===== src/pms_pkg.sv =====
// Constants shared by the power mode sequencer: register map, fields and reset values.
package pms_pkg;
  // ******************************
  // Register byte addresses
  // ******************************
  localparam logic [7:0] PLL_CONTROL_REG_ADDR = 8'h00;
  localparam logic [7:0] REGULATOR_CONTROL_REG_ADDR = 8'h04;
  localparam logic [7:0] CMD_ADDR = 8'h08;
  localparam logic [7:0] IRQ_STAT_ADDR = 8'h0C;
  localparam logic [7:0] IRQ_MASK_ADDR = 8'h10;

  // ******************************
  // pll_control_reg fields
  // ******************************
  localparam int MULT_LSB = 0;
  localparam int MULT_BITS = 7;
  localparam int BYPASS_BIT = 8;
  localparam int PLL_OFF_BIT = 9;
  localparam logic [31:0] PLL_CONTROL_REG_RST = 32'h0000_0006;

  // ******************************
  // regulator_control_reg fields
  // ******************************
  localparam int RATE_LSB = 0;
  localparam logic [1:0] RATE_HIBERNATE = 2'h0;
  localparam int WAKE_PIN_EN_BIT = 8;
  localparam int RTC_EN_BIT = 9;
  localparam int RESET_EN_BIT = 10;
  localparam int SDRAM_CLOCK_ENABLE_LOW_BIT = 13;
  localparam logic [31:0] REGULATOR_CONTROL_REG_RST = 32'h0000_0403;

  // ******************************
  // Command codes and status fields
  // ******************************
  localparam logic [1:0] CMD_SLEEP = 2'h1;
  localparam logic [1:0] CMD_DEEP = 2'h2;
  localparam logic [1:0] CMD_RUN = 2'h3;
  localparam int STAT_MULT_LSB = 8;
  localparam int STAT_PG_BIT = 16;

  // ******************************
  // Interrupt bits and synchroniser layout
  // ******************************
  localparam int IRQ_BITS = 4;
  localparam int IRQ_SLEEP_WAKE = 0;
  localparam int IRQ_DEEP_WAKE = 1;
  localparam int IRQ_HIB_WAKE = 2;
  localparam int IRQ_REFUSED = 3;
  localparam int SYNC_BITS = 5;
  localparam logic [4:0] SYNC_RST = 5'h1C;

  typedef enum logic [2:0] {S_FULL, S_ACT, S_SLEEP, S_DEEP, S_HIB, S_RSTSEQ} mode_t;
endpackage


===== src/power_mode_sequencer.sv =====
// Operating-mode sequencer: clock gating, PLL control, regulator handshake, Wishbone registers.
`timescale 1ns/1ps

// Notes on behaviour
// - Power-up lands in full-on: PLL on, not bypassed, both clocks running.
// - Active mode bypasses the PLL; core and system clocks run at input rate.
// - Multiplier written in active mode takes effect only on the next full-on entry.
// - Sleep stops the core clock; PLL and system clock keep running.
// - Sleep wakeup goes to full-on if bypass is clear, else active.
// - No system DMA access to level-1 memory while sleeping.
// - Deep sleep turns off PLL and both clocks; async blocks lose bus access.
// - Deep sleep exits only on reset or real-time clock interrupt.
// - From deep sleep, real-time clock goes active and reset goes full-on.
// - Writing rate 00 drops the regulator wake line and enters hibernate.
// - In hibernate all pads float except the regulator wake line.
// - Each hibernate wake source has its own enable in the regulator register.
// - Any enabled hibernate wake starts the reset sequence and raises regulator wake.
// - Regulator wake is high when the core supply should be on.
// - Only the regulator register survives hibernate; others return to reset values.
// - With sdram_clock_enable_low set, SDRAM self-refresh holds through hibernate and reset sequence.
// - After hibernate wakeup, start waits until power good reads low.
module power_mode_sequencer #(
  parameter int MULT_W = 7
) (
  // System
  input wire logic CLK,
  input wire logic RST_N,
  // Wishbone slave
  input wire logic CYC_I,
  input wire logic STB_I,
  input wire logic WE_I,
  input wire logic [3:0] SEL_I,
  input wire logic [7:0] ADR_I,
  input wire logic [31:0] DAT_I,
  output logic [31:0] DAT_O,
  output logic ACK_O,
  output logic IRQ,
  // Wake sources and regulator
  input wire logic SLEEP_WAKE,
  input wire logic RTC_WAKE,
  input wire logic WAKE_PIN_N,
  input wire logic RESET_PIN_N,
  input wire logic POWER_GOOD_N,
  output logic REG_WAKE,
  // Clock and PLL control
  output logic CORE_CLK_EN,
  output logic SYS_CLK_EN,
  output logic PLL_EN,
  output logic PLL_BYPASS,
  output logic [MULT_W-1:0] PLL_MULT,
  // System side effects
  output logic DMA_L1_EN,
  output logic ASYNC_ACCESS_EN,
  output logic PADS_HIZ,
  output logic SDRAM_SELF_REFRESH,
  output logic SEQ_RESET
);
  // ******************************
  // Elaboration checks
  // ******************************
  if (MULT_W < pms_pkg::MULT_BITS) begin : g_bad_mult
    $error("MULT_W too narrow for multipliers up to 64");
  end

  // ******************************
  // Pin synchronisers
  // ******************************
  // Bit order: sleep wake, rtc, wake pin, reset pin, power good.
  logic [4:0] pins_in;
  logic [4:0] sync1_ff;
  logic [4:0] sync2_ff;
  assign pins_in = {POWER_GOOD_N, RESET_PIN_N, WAKE_PIN_N, RTC_WAKE, SLEEP_WAKE};

  for (genvar i = 0; i < pms_pkg::SYNC_BITS; i++) begin : g_sync
    always_ff @(posedge CLK or negedge RST_N) begin
      if (!RST_N) begin
        sync1_ff[i] <= pms_pkg::SYNC_RST[i];
        sync2_ff[i] <= pms_pkg::SYNC_RST[i];
      end else begin
        sync1_ff[i] <= pins_in[i];
        sync2_ff[i] <= sync1_ff[i];
      end
    end
  end

  wire sleep_wake = sync2_ff[0];
  wire rtc_wake = sync2_ff[1];
  wire pin_wake = !sync2_ff[2];
  wire reset_pin = !sync2_ff[3];
  wire power_good = !sync2_ff[4];

  // ******************************
  // Wishbone decode
  // ******************************
  logic ack_ff;
  logic [31:0] dat_ff;
  logic [31:0] pll_control_reg_ff;
  logic [31:0] regulator_control_reg_ff;
  logic [3:0] irq_stat_ff;
  logic [3:0] irq_mask_ff;
  logic [MULT_W-1:0] applied_ff;
  pms_pkg::mode_t state_ff;
  pms_pkg::mode_t nxt_state;

  wire req = CYC_I && STB_I;
  wire take = req && !ack_ff;
  wire fire = req && ack_ff;
  wire wr = fire && WE_I;
  wire rd_fire = fire && !WE_I;
  wire hit_pll = ADR_I == pms_pkg::PLL_CONTROL_REG_ADDR;
  wire hit_vr = ADR_I == pms_pkg::REGULATOR_CONTROL_REG_ADDR;
  wire hit_cmd = ADR_I == pms_pkg::CMD_ADDR;
  wire hit_stat = ADR_I == pms_pkg::IRQ_STAT_ADDR;
  wire hit_mask = ADR_I == pms_pkg::IRQ_MASK_ADDR;
  wire [31:0] wmask = {{8{SEL_I[3]}}, {8{SEL_I[2]}}, {8{SEL_I[1]}}, {8{SEL_I[0]}}};

  function automatic logic [31:0] merge(input logic [31:0] old, input logic [31:0] nw,
                                        input logic [31:0] m);
    merge = (old & ~m) | (nw & m);
  endfunction

  wire [31:0] pll_wr = merge(pll_control_reg_ff, DAT_I, wmask);
  wire [31:0] vr_wr = merge(regulator_control_reg_ff, DAT_I, wmask);
  wire [31:0] mask_wr = merge({28'h000_0000, irq_mask_ff}, DAT_I, wmask);

  // Register fields.
  wire bypass_sel = pll_control_reg_ff[pms_pkg::BYPASS_BIT];
  wire pll_off = pll_control_reg_ff[pms_pkg::PLL_OFF_BIT];
  wire [MULT_W-1:0] mult_req = pll_control_reg_ff[pms_pkg::MULT_LSB +: MULT_W];
  wire sdram_clock_enable_low = regulator_control_reg_ff[pms_pkg::SDRAM_CLOCK_ENABLE_LOW_BIT];
  wire en_pin = regulator_control_reg_ff[pms_pkg::WAKE_PIN_EN_BIT];
  wire en_rtc = regulator_control_reg_ff[pms_pkg::RTC_EN_BIT];
  wire en_rst = regulator_control_reg_ff[pms_pkg::RESET_EN_BIT];

  // Commands and hibernate entry.
  wire running = (state_ff == pms_pkg::S_FULL) || (state_ff == pms_pkg::S_ACT);
  wire cmd_wr = wr && hit_cmd && SEL_I[0] && running;
  wire [1:0] cmd = DAT_I[1:0];
  wire hib_wr = wr && hit_vr && SEL_I[0] && running &&
                vr_wr[pms_pkg::RATE_LSB +: 2] == pms_pkg::RATE_HIBERNATE;
  // Full-on or sleep with the PLL switched off is refused and flagged.
  wire refuse = cmd_wr && pll_off && (cmd == pms_pkg::CMD_SLEEP ||
                (cmd == pms_pkg::CMD_RUN && !bypass_sel));

  // ******************************
  // Mode sequencing
  // ******************************
  wire hib_wake = (en_pin && pin_wake) || (en_rtc && rtc_wake) ||
                  (en_rst && reset_pin);

  always_comb begin
    nxt_state = state_ff;
    unique case (state_ff)
      pms_pkg::S_FULL, pms_pkg::S_ACT: begin
        if (hib_wr) begin
          nxt_state = pms_pkg::S_HIB;
        end else if (cmd_wr && !refuse) begin
          unique case (cmd)
            pms_pkg::CMD_SLEEP: nxt_state = pms_pkg::S_SLEEP;
            pms_pkg::CMD_DEEP: nxt_state = pms_pkg::S_DEEP;
            pms_pkg::CMD_RUN: nxt_state = bypass_sel ? pms_pkg::S_ACT : pms_pkg::S_FULL;
            default: nxt_state = state_ff;
          endcase
        end
      end
      pms_pkg::S_SLEEP: begin
        if (sleep_wake || rtc_wake) begin
          nxt_state = bypass_sel ? pms_pkg::S_ACT : pms_pkg::S_FULL;
        end
      end
      pms_pkg::S_DEEP: begin
        if (reset_pin) begin
          nxt_state = pms_pkg::S_FULL;
        end else if (rtc_wake) begin
          nxt_state = pms_pkg::S_ACT;
        end
      end
      pms_pkg::S_HIB: begin
        if (hib_wake) begin
          nxt_state = pms_pkg::S_RSTSEQ;
        end
      end
      pms_pkg::S_RSTSEQ: begin
        if (power_good) begin
          nxt_state = pms_pkg::S_FULL;
        end
      end
    endcase
  end

  always_ff @(posedge CLK or negedge RST_N) begin
    if (!RST_N) begin
      state_ff <= pms_pkg::S_FULL;
    end else begin
      state_ff <= nxt_state;
    end
  end

  // ******************************
  // Registers
  // ******************************
  // Everything but the regulator register is cleared while the reset sequence
  // runs, standing in for the content lost with the core supply.
  wire wiped = (state_ff == pms_pkg::S_HIB) || (state_ff == pms_pkg::S_RSTSEQ);

  always_ff @(posedge CLK or negedge RST_N) begin
    if (!RST_N) begin
      pll_control_reg_ff <= pms_pkg::PLL_CONTROL_REG_RST;
      irq_mask_ff <= 4'h0;
    end else if (wiped) begin
      pll_control_reg_ff <= pms_pkg::PLL_CONTROL_REG_RST;
      irq_mask_ff <= 4'h0;
    end else begin
      if (wr && hit_pll) begin
        pll_control_reg_ff <= pll_wr;
      end
      if (wr && hit_mask) begin
        irq_mask_ff <= mask_wr[3:0];
      end
    end
  end

  // The regulator register is only reset by power-up.
  always_ff @(posedge CLK or negedge RST_N) begin
    if (!RST_N) begin
      regulator_control_reg_ff <= pms_pkg::REGULATOR_CONTROL_REG_RST;
    end else if (wr && hit_vr && running) begin
      regulator_control_reg_ff <= vr_wr;
    end
  end

  // The applied multiplier follows the request only in full-on, so a change
  // made in active mode waits for the next full-on entry.
  always_ff @(posedge CLK or negedge RST_N) begin
    if (!RST_N) begin
      applied_ff <= pms_pkg::PLL_CONTROL_REG_RST[MULT_W-1:0];
    end else if (wiped) begin
      applied_ff <= pms_pkg::PLL_CONTROL_REG_RST[MULT_W-1:0];
    end else if (state_ff == pms_pkg::S_FULL) begin
      applied_ff <= mult_req;
    end
  end

  // ******************************
  // Interrupts
  // ******************************
  wire [3:0] irq_set;
  assign irq_set[pms_pkg::IRQ_SLEEP_WAKE] = state_ff == pms_pkg::S_SLEEP &&
                                            nxt_state != pms_pkg::S_SLEEP;
  assign irq_set[pms_pkg::IRQ_DEEP_WAKE] = state_ff == pms_pkg::S_DEEP &&
                                           nxt_state != pms_pkg::S_DEEP;
  assign irq_set[pms_pkg::IRQ_HIB_WAKE] = state_ff == pms_pkg::S_RSTSEQ && power_good;
  assign irq_set[pms_pkg::IRQ_REFUSED] = refuse;
  wire stat_clr = rd_fire && hit_stat;
  // Only the bits that the read returned are cleared, so an event that lands
  // between the data capture and the acknowledge is not lost.
  wire [3:0] stat_keep = stat_clr ? ~dat_ff[3:0] : 4'hF;

  // A new event wins over the read that clears the register.
  always_ff @(posedge CLK or negedge RST_N) begin
    if (!RST_N) begin
      irq_stat_ff <= 4'h0;
    end else if (wiped) begin
      irq_stat_ff <= irq_set;
    end else begin
      irq_stat_ff <= (irq_stat_ff & stat_keep) | irq_set;
    end
  end

  // ******************************
  // Bus answer
  // ******************************
  wire [2:0] mode_code = state_ff;
  wire [31:0] status_word = {15'h0000, power_good, 1'b0, applied_ff, 5'h00, mode_code};
  wire [31:0] rd_data = hit_pll ? pll_control_reg_ff :
                        hit_vr ? regulator_control_reg_ff :
                        hit_cmd ? status_word :
                        hit_stat ? {28'h000_0000, irq_stat_ff} :
                        hit_mask ? {28'h000_0000, irq_mask_ff} : 32'h0000_0000;

  always_ff @(posedge CLK or negedge RST_N) begin
    if (!RST_N) begin
      ack_ff <= 1'b0;
      dat_ff <= 32'h0000_0000;
    end else begin
      ack_ff <= take;
      dat_ff <= take ? rd_data : 32'h0000_0000;
    end
  end

  // ******************************
  // Mode outputs
  // ******************************
  wire m_full = state_ff == pms_pkg::S_FULL;
  wire m_act = state_ff == pms_pkg::S_ACT;
  wire m_sleep = state_ff == pms_pkg::S_SLEEP;
  wire m_hib = state_ff == pms_pkg::S_HIB;
  wire m_seq = state_ff == pms_pkg::S_RSTSEQ;

  always_ff @(posedge CLK or negedge RST_N) begin
    if (!RST_N) begin
      CORE_CLK_EN <= 1'b1;
      SYS_CLK_EN <= 1'b1;
      PLL_EN <= 1'b1;
      PLL_BYPASS <= 1'b0;
      PLL_MULT <= pms_pkg::PLL_CONTROL_REG_RST[MULT_W-1:0];
      DMA_L1_EN <= 1'b1;
      ASYNC_ACCESS_EN <= 1'b1;
      PADS_HIZ <= 1'b0;
      SDRAM_SELF_REFRESH <= 1'b0;
      SEQ_RESET <= 1'b0;
      REG_WAKE <= 1'b1;
      IRQ <= 1'b0;
    end else begin
      CORE_CLK_EN <= m_full || m_act;
      SYS_CLK_EN <= m_full || m_act || m_sleep;
      PLL_EN <= m_full || m_sleep || (m_act && !pll_off);
      PLL_BYPASS <= m_act;
      PLL_MULT <= applied_ff;
      DMA_L1_EN <= m_full || m_act;
      ASYNC_ACCESS_EN <= m_full || m_act || m_sleep;
      PADS_HIZ <= m_hib;
      SDRAM_SELF_REFRESH <= sdram_clock_enable_low && (m_hib || m_seq);
      SEQ_RESET <= m_seq;
      REG_WAKE <= !m_hib;
      IRQ <= |(irq_stat_ff & irq_mask_ff);
    end
  end

  assign DAT_O = dat_ff;
  assign ACK_O = ack_ff;
endmodule


===== config.mk =====
export PLATFORM = sky130hd
export DESIGN_NAME = power_mode_sequencer
export DESIGN_NICKNAME = d
export VERILOG_FILES = /design/src/pms_pkg.sv /design/src/power_mode_sequencer.sv
export SDC_FILE = /design/constraint.sdc
export NUM_CORES = 1
export LEC_CHECK = 0
export ABC_CLOCK_PERIOD_IN_PS = 1850
export BUFFER_PORTS_ARGS = -buffer_cell sky130_fd_sc_hd__buf_4
export CORE_ASPECT_RATIO = 1.2
export CORE_MARGIN = 5
export CORE_UTILIZATION = 55
export CTS_CLUSTER_SIZE = 12
export DETAILED_ROUTE_END_ITERATION = 12
export PLACE_DENSITY = 0.79
export SYNTH_ARGS = -nofsm -noshare
export SYNTH_HDL_FRONTEND = slang
export SYNTH_SLANG_ARGS = --single-unit

===== constraint.sdc =====
create_clock -name CLK -period 1.85 [get_ports CLK]
set_input_delay 0.185 -clock CLK [delete_from_list [all_inputs] [get_ports CLK]]
set_output_delay 0.185 -clock CLK [all_outputs]
set_load 0.05 [all_outputs]

---- Word-level counts from Yosys, hierarchy flattened ----
Cells that the tools add are included.
Widths: inputs -> output; s select.
storage, ports and cells
  logic and storage cells ................. 132
  bits in registers ....................... 141
  output and inout port bits .............. 51
cells by class
  reductions and logical operators ........ 54
  muxes and demuxes ....................... 24
  eq/ne operators ......................... 14
  bitwise logic cells ..................... 12
operators with widths
  kind                count
  $mux 32             5
  $and 32x32->32      3
  $or 32x32->32       2
  $not 32->32         1
  $logic_and 1x1->1   28
  $mux 4              6
  $mux 3              7
  $mux 17             1
  $eq 8x4->1 const B  2
  $pmux 3 s5          1
  $mux 7              2
  $and 4x4->4         3
  $logic_not 1->1     9
  $logic_or 1x1->1    9
  $pmux 3 s3          1
  $eq 8x3->1 const B  1
  $eq 8x5->1 const B  1
  $logic_not 8->1     1
  $or 4x4->4          2
  $eq 3x2->1 const B  2
  $eq 3x3->1 const B  2
  $ne 3x2->1 const B  2
  $reduce_bool 2->1   3
  $eq 2x2->1 const B  2
  8 further kinds     8

---- Depth between registers and ports, before layout ----
  depth in word-level cells ............... 17
  depth in mapped cells ................... 9

---- Least setup slack after synthesis ----
Ideal clock, no wire load.
  path kind ............................... input to register
  start point ............................. input port ADR_I[5]
  end point ............................... register irq_stat_ff[0]
  path buffers ............................ 0
  cell stages on the path ................. 6
  slack ................................... -0.190 ns
  arrival time ............................ 1.916 ns
  cells stage by stage .................... or4_4 -> or4_4 -> o41ai_2 -> a22o_1 -> nand2_1 -> o31a_1
between the ends
  cells in the longest elaborated chain, start to end .. 15
ends and longest elaborated chain
  element                          line                         source
  from (decl)                      power_mode_sequencer.sv:33   input wire logic [7:0] ADR_I,
  $eq 8x4->1                       power_mode_sequencer.sv:112  wire hit_cmd = ADR_I == pms_pkg::CMD_ADDR;
  $logic_and 1x1->1 (3 in series)  power_mode_sequencer.sv:137  wire cmd_wr = wr && hit_cmd && SEL_I[0] && running;
  $logic_and 1x1->1 (2 in series)  power_mode_sequencer.sv:142  wire refuse = cmd_wr && pll_off && (cmd == pms_pkg::CMD_SLEEP ||
  $logic_not 1->1                  power_mode_sequencer.sv:157  end else if (cmd_wr && !refuse) begin
  $logic_and 1x1->1                power_mode_sequencer.sv:157
  $mux 3                           power_mode_sequencer.sv:157
  $mux 3 *                         power_mode_sequencer.sv:155  if (hib_wr) begin
  $pmux 3 s5 *                     power_mode_sequencer.sv:153  unique case (state_ff)
  via nxt_state[0]                 power_mode_sequencer.sv:103  pms_pkg::mode_t nxt_state;
  $ne 3x2->1 *                     power_mode_sequencer.sv:249  nxt_state != pms_pkg::S_SLEEP;
  $logic_and 1x1->1 *              power_mode_sequencer.sv:248  assign irq_set[pms_pkg::IRQ_SLEEP_WAKE] = state_ff == pms_pkg::S_SLEEP &&
  $or 4x4->4                       power_mode_sequencer.sv:266  irq_stat_ff <= (irq_stat_ff & stat_keep) | irq_set;
  $mux 4 *                         power_mode_sequencer.sv:263  end else if (wiped) begin
  to (signal assigned)             power_mode_sequencer.sv:264  irq_stat_ff <= irq_set;
  to (signal assigned)             power_mode_sequencer.sv:266
  to (decl)                        power_mode_sequencer.sv:99   logic [3:0] irq_stat_ff;
The timed path passes the listed nets; every way through them passes the cells marked *.
A chain may end at the register's enable or synchronous reset.

---- Worst setup path in the final report ----
  start point ............................. input port ADR_I[6]
  end point ............................... register irq_stat_ff[0]
Same word-level chain as after synthesis.

==> results by group <==
Layout
  – Number of diodes added for antenna fixing: 0
  – Final core utilization: 74.4%
  – Sequential standard cell area: 3550 µm²
  – Area growth from synthesis to final layout: 34.0%
  – Cell Count, Final, Fillers Out: 808
  – Multi-input combinational cell area: 2100 µm²
  – Leading cell types in the layout, fill and taps excluded: 146 x sky130_fd_sc_hd__buf_4, 121 x sky130_fd_sc_hd__dfrtp_1, 62 x sky130_fd_sc_hd__nand2_1
  – Fraction of final layout cells sized beyond drive strength 1: 37.0%
  – Fill cells: 667
  – Most common cell after layout, fill and taps aside: sky130_fd_sc_hd__buf_4
  – Area of all placed cells without fillers: 7740 µm²
  – Net total in the final layout: 723

Timing
  – Final setup skew: 0.00771 ns
  – Total count of max-transition violations in the final report: 0
  – Max Clk Rate: 533 MHz
  – Share of the clock period used by the worst path after layout: 101%
  – Worst rel slew slack: 67.9%
  – Final hold vios: 0
  – Final worst path period need: 1.88 ns
  – Post-route worst setup slack: -0.0265 ns
  – Setup tns final: -0.0265 ns
  – Number of setup violations in the final report: 1
  – Actual transition at the worst max-transition pin: 0.481 ns
  – RSZ-0062 raised after global routing: true

Placement
  – Sum of net half-perimeters after detailed placement: 10.7 mm
  – Port Buffer Count: 104
  – Cell area reported after detailed placement: 7020 µm²
  – Final RePlAce weighted congestion: 0.923
  – Placed Instances: 767

Route
  – Length of the first detailed-routing pass in iterations: 5
  – DR vias/cell: 5.92
  – Iteration-0 DRC count of the detailed router: 303
  – Number of nets with antenna violations after routing: 0
  – Overall routed net length: 15.6 mm
  – DR WL/cell: 19.3 µm
  – Number of remaining DRC errors: 0
  – Vias: 4787

Clock tree
  – Clock root buffer: sky130_fd_sc_hd__clkbuf_16
  – Number of levels the H-tree was split into: 4
  – CTS buffer count: 17
  – Clock transition at path regs: 0.06 ns
  – CTS tree: yes
  – Clock latency at the later pin of the worst-skew pair: 0.42 ns
  – Maximum clock insertion buffer count: 2
  – TritonCTS Sinks: 141

Global routing
  – Largest net degree at the start of global routing: 50
  – Antenna violations before repair: 0
  – GRT Total Usage: 25.5%
  – Number of global-route vias before repair: 5143
  – Global-route wire length before repair: 25.6 mm
  – Remaining global-route overflow: 0

Synth
  – Total number of yosys warnings: 0
  – Avg Cell Area, Syn: 11.1 µm²
  – FF+latch count, synth: 141
  – Syn Nets: 577
  – Number of distinct standard cells referenced by the synthesized netlist: 43
  – Part of the Yosys area used for sequential elements: 61.4%
  – Instance count of the mapped netlist: 520
  – Post-synthesis instance area: 5780 µm²

Job
  – Max-cap violation count: 0

Critical path
  – CP Launch Type: input port
  – Worst setup path category: in -> reg
  – Data required time of the worst path: 2.15 ns
  – Register-to-register path setup slack: 0.09 ns
  – Ordered list of cells on the worst path: buf_6 -> or4_4 -> or4_4 -> o41ai_4 -> a22o_1 -> nand2_1 -> o31a_1
  – Most frequent cell on the critical path: sky130_fd_sc_hd__or4_4
  – R2R Path Start: ACK_O
  – Slowest-stage cell, CP: sky130_fd_sc_hd__or4_4
  – Depth of the most critical reg-to-reg path: 5
  – Slowest cell delay on critical path: 0.56 ns
  – Endpoint of the most critical register-to-register path: irq_stat_ff[0]
  – Crit path DAT: 2.18 ns
  – Category of the worst setup path capture point: register
  – Maximum fanout count along the critical path: 3

Floorplan
  – I/O pin cnt: 105
  – Width of the die: 104 µm
  – Area of the die: 12700 µm²
  – Starting density of the core: 55.5%
  – Standard-cell rows: 41
  – Overall die height: 122 µm
  – Core area: 10400 µm²

Pwr
  – Leakage power: 3.69 nW
  – Pwr/cell area: 903 nW/µm²
  – Worst vdd ir: 664 µV

Worst hold path
  – Depth of the worst hold-timing path: 2
  – Launch point of the worst hold path: DAT_I[31]
  – Min-delay worst type: in -> reg

Status
  – Run status: finished with violations
  – Failing checks: negative setup slack
[cell families after synthesis]
family / synth area share, %
AOI/OAI and AO/OA: 12.9
DFF: 61.4
adders and majority gates: 0.649
buffers and inverters: 2.99
and+or+nand+nor: 14.7
muxes: 7.36
[worst max-delay path: cells and delay by family]
| kind | cells | cell delay [ns] |
|---|---|---|
| buf+inv | 1 | 0.09 |
| compound gates | 3 | 0.74 |
| simple gates | 3 | 1.15 |
[where the power goes]
group          total [W]  internal [W]  switching [W]  leakage [nW]
Clock            0.00347       0.00216        0.00131         0.294
Combinational   0.000374      0.000159       0.000215          1.53
Sequential       0.00315       0.00313      0.0000169          1.87
[what timing repair did]
item | in CTS | in global routing
hold buffers | 7 | 1
pin swaps | 0 | 5
endpoints found under the hold margin | 46 | 1
setup buffers | 0 | 1
gates resized for setup | 1 | 6
setup endpoints to repair | 1 | 2
[final cells by class]
type	count	share of cell area [%]
clock inverter	13	2.12
sequential	141	45.9
inverter	9	0.436
multi-input combinational	336	27.1
clock buffer	19	5.72
timing repair buffer	161	16.7
tap	129	2.08
[synth_stat cells]
cell type | instances | area [µm²]
sky130_fd_sc_hd__ha_1 | 3 | 37.5
sky130_fd_sc_hd__nor3_1 | 4 | 20.0
sky130_fd_sc_hd__o41ai_2 | 1 | 16.3
sky130_fd_sc_hd__mux2_1 | 1 | 11.3
sky130_fd_sc_hd__mux2i_1 | 2 | 20.0
sky130_fd_sc_hd__and2_1 | 5 | 31.3
sky130_fd_sc_hd__nor4_1 | 5 | 31.3
sky130_fd_sc_hd__nand4b_1 | 1 | 8.76
sky130_fd_sc_hd__nor3b_2 | 1 | 12.5
sky130_fd_sc_hd__a22o_1 | 4 | 35.0
sky130_fd_sc_hd__o31a_1 | 1 | 8.76
sky130_fd_sc_hd__a211oi_1 | 1 | 7.51
sky130_fd_sc_hd__nand2_1 | 65 | 244
sky130_fd_sc_hd__a21oi_1 | 50 | 250
sky130_fd_sc_hd__nor3b_1 | 1 | 7.51
sky130_fd_sc_hd__dfrtp_1 | 122 | 3050
sky130_fd_sc_hd__o211ai_1 | 1 | 7.51
sky130_fd_sc_hd__inv_1 | 9 | 33.8
sky130_fd_sc_hd__nand3_1 | 40 | 200
sky130_fd_sc_hd__a31oi_1 | 2 | 12.5
sky130_fd_sc_hd__nand3b_1 | 1 | 7.51
sky130_fd_sc_hd__nand2b_1 | 5 | 31.3
sky130_fd_sc_hd__and3_1 | 4 | 25.0
sky130_fd_sc_hd__and4_1 | 3 | 26.3
sky130_fd_sc_hd__o31ai_1 | 2 | 15.0
sky130_fd_sc_hd__o21ai_0 | 8 | 40.0
sky130_fd_sc_hd__a22oi_1 | 37 | 278
sky130_fd_sc_hd__a311o_1 | 1 | 10.0
sky130_fd_sc_hd__nor2_1 | 34 | 128
sky130_fd_sc_hd__a222oi_1 | 2 | 20.0
sky130_fd_sc_hd__a21boi_0 | 1 | 7.51
sky130_fd_sc_hd__buf_2 | 3 | 15.0
sky130_fd_sc_hd__mux2_2 | 35 | 394
sky130_fd_sc_hd__or2_2 | 1 | 6.26
sky130_fd_sc_hd__o21a_1 | 4 | 30.0
sky130_fd_sc_hd__clkbuf_1 | 29 | 109
sky130_fd_sc_hd__nor2b_1 | 5 | 31.3
sky130_fd_sc_hd__or4_4 | 2 | 22.5
sky130_fd_sc_hd__dfstp_2 | 19 | 499
sky130_fd_sc_hd__or4_1 | 1 | 7.51
sky130_fd_sc_hd__o2111ai_1 | 1 | 8.76
sky130_fd_sc_hd__buf_4 | 2 | 15.0
sky130_fd_sc_hd__nand4_1 | 1 | 6.26
[worst max path at each step]
| stage | start | to | slack [ns] |
|---|---|---|---|
| 2_1_floorplan | ADR_I[5] | irq_stat_ff[0] | -0.19 |
| 3_3_place_gp | ADR_I[5] | irq_stat_ff[0] | -0.38 |
| 3_5_place_dp | ADR_I[5] | irq_stat_ff[0] | -0.37 |
| 4_1_cts | ACK_O | irq_stat_ff[0] | 0.006 |
| 5_1_grt | ADR_I[6] | irq_stat_ff[0] | -0.07 |
| 6_report | ADR_I[6] | irq_stat_ff[0] | -0.03 |
[per-stage QoR]
stage / hold WS (ns) / total power, W / setup WS [ns]
after floorplan: -0.111 / 0.00331 / -0.189
after global placement: 0.145 / 0.00355 / -0.377
after detailed placement: 0.159 / 0.00356 / -0.373
after CTS: 0.00402 / 0.00702 / 0.00594
after global routing: 0.00146 / 0.00720 / -0.0734
final: 0.0110 / 0.00700 / -0.0265
[metal layers]
metal  vias up  global-route usage, %  wire [µm]
li1       2135                      -          -
met1      2406                   30.5       5880
met2       209                   44.4       8370
met3        37                   5.84        957
met4         0                   11.1        378
met5         -                      0          0
Note: power is estimated with default switching activity, not from simulation.
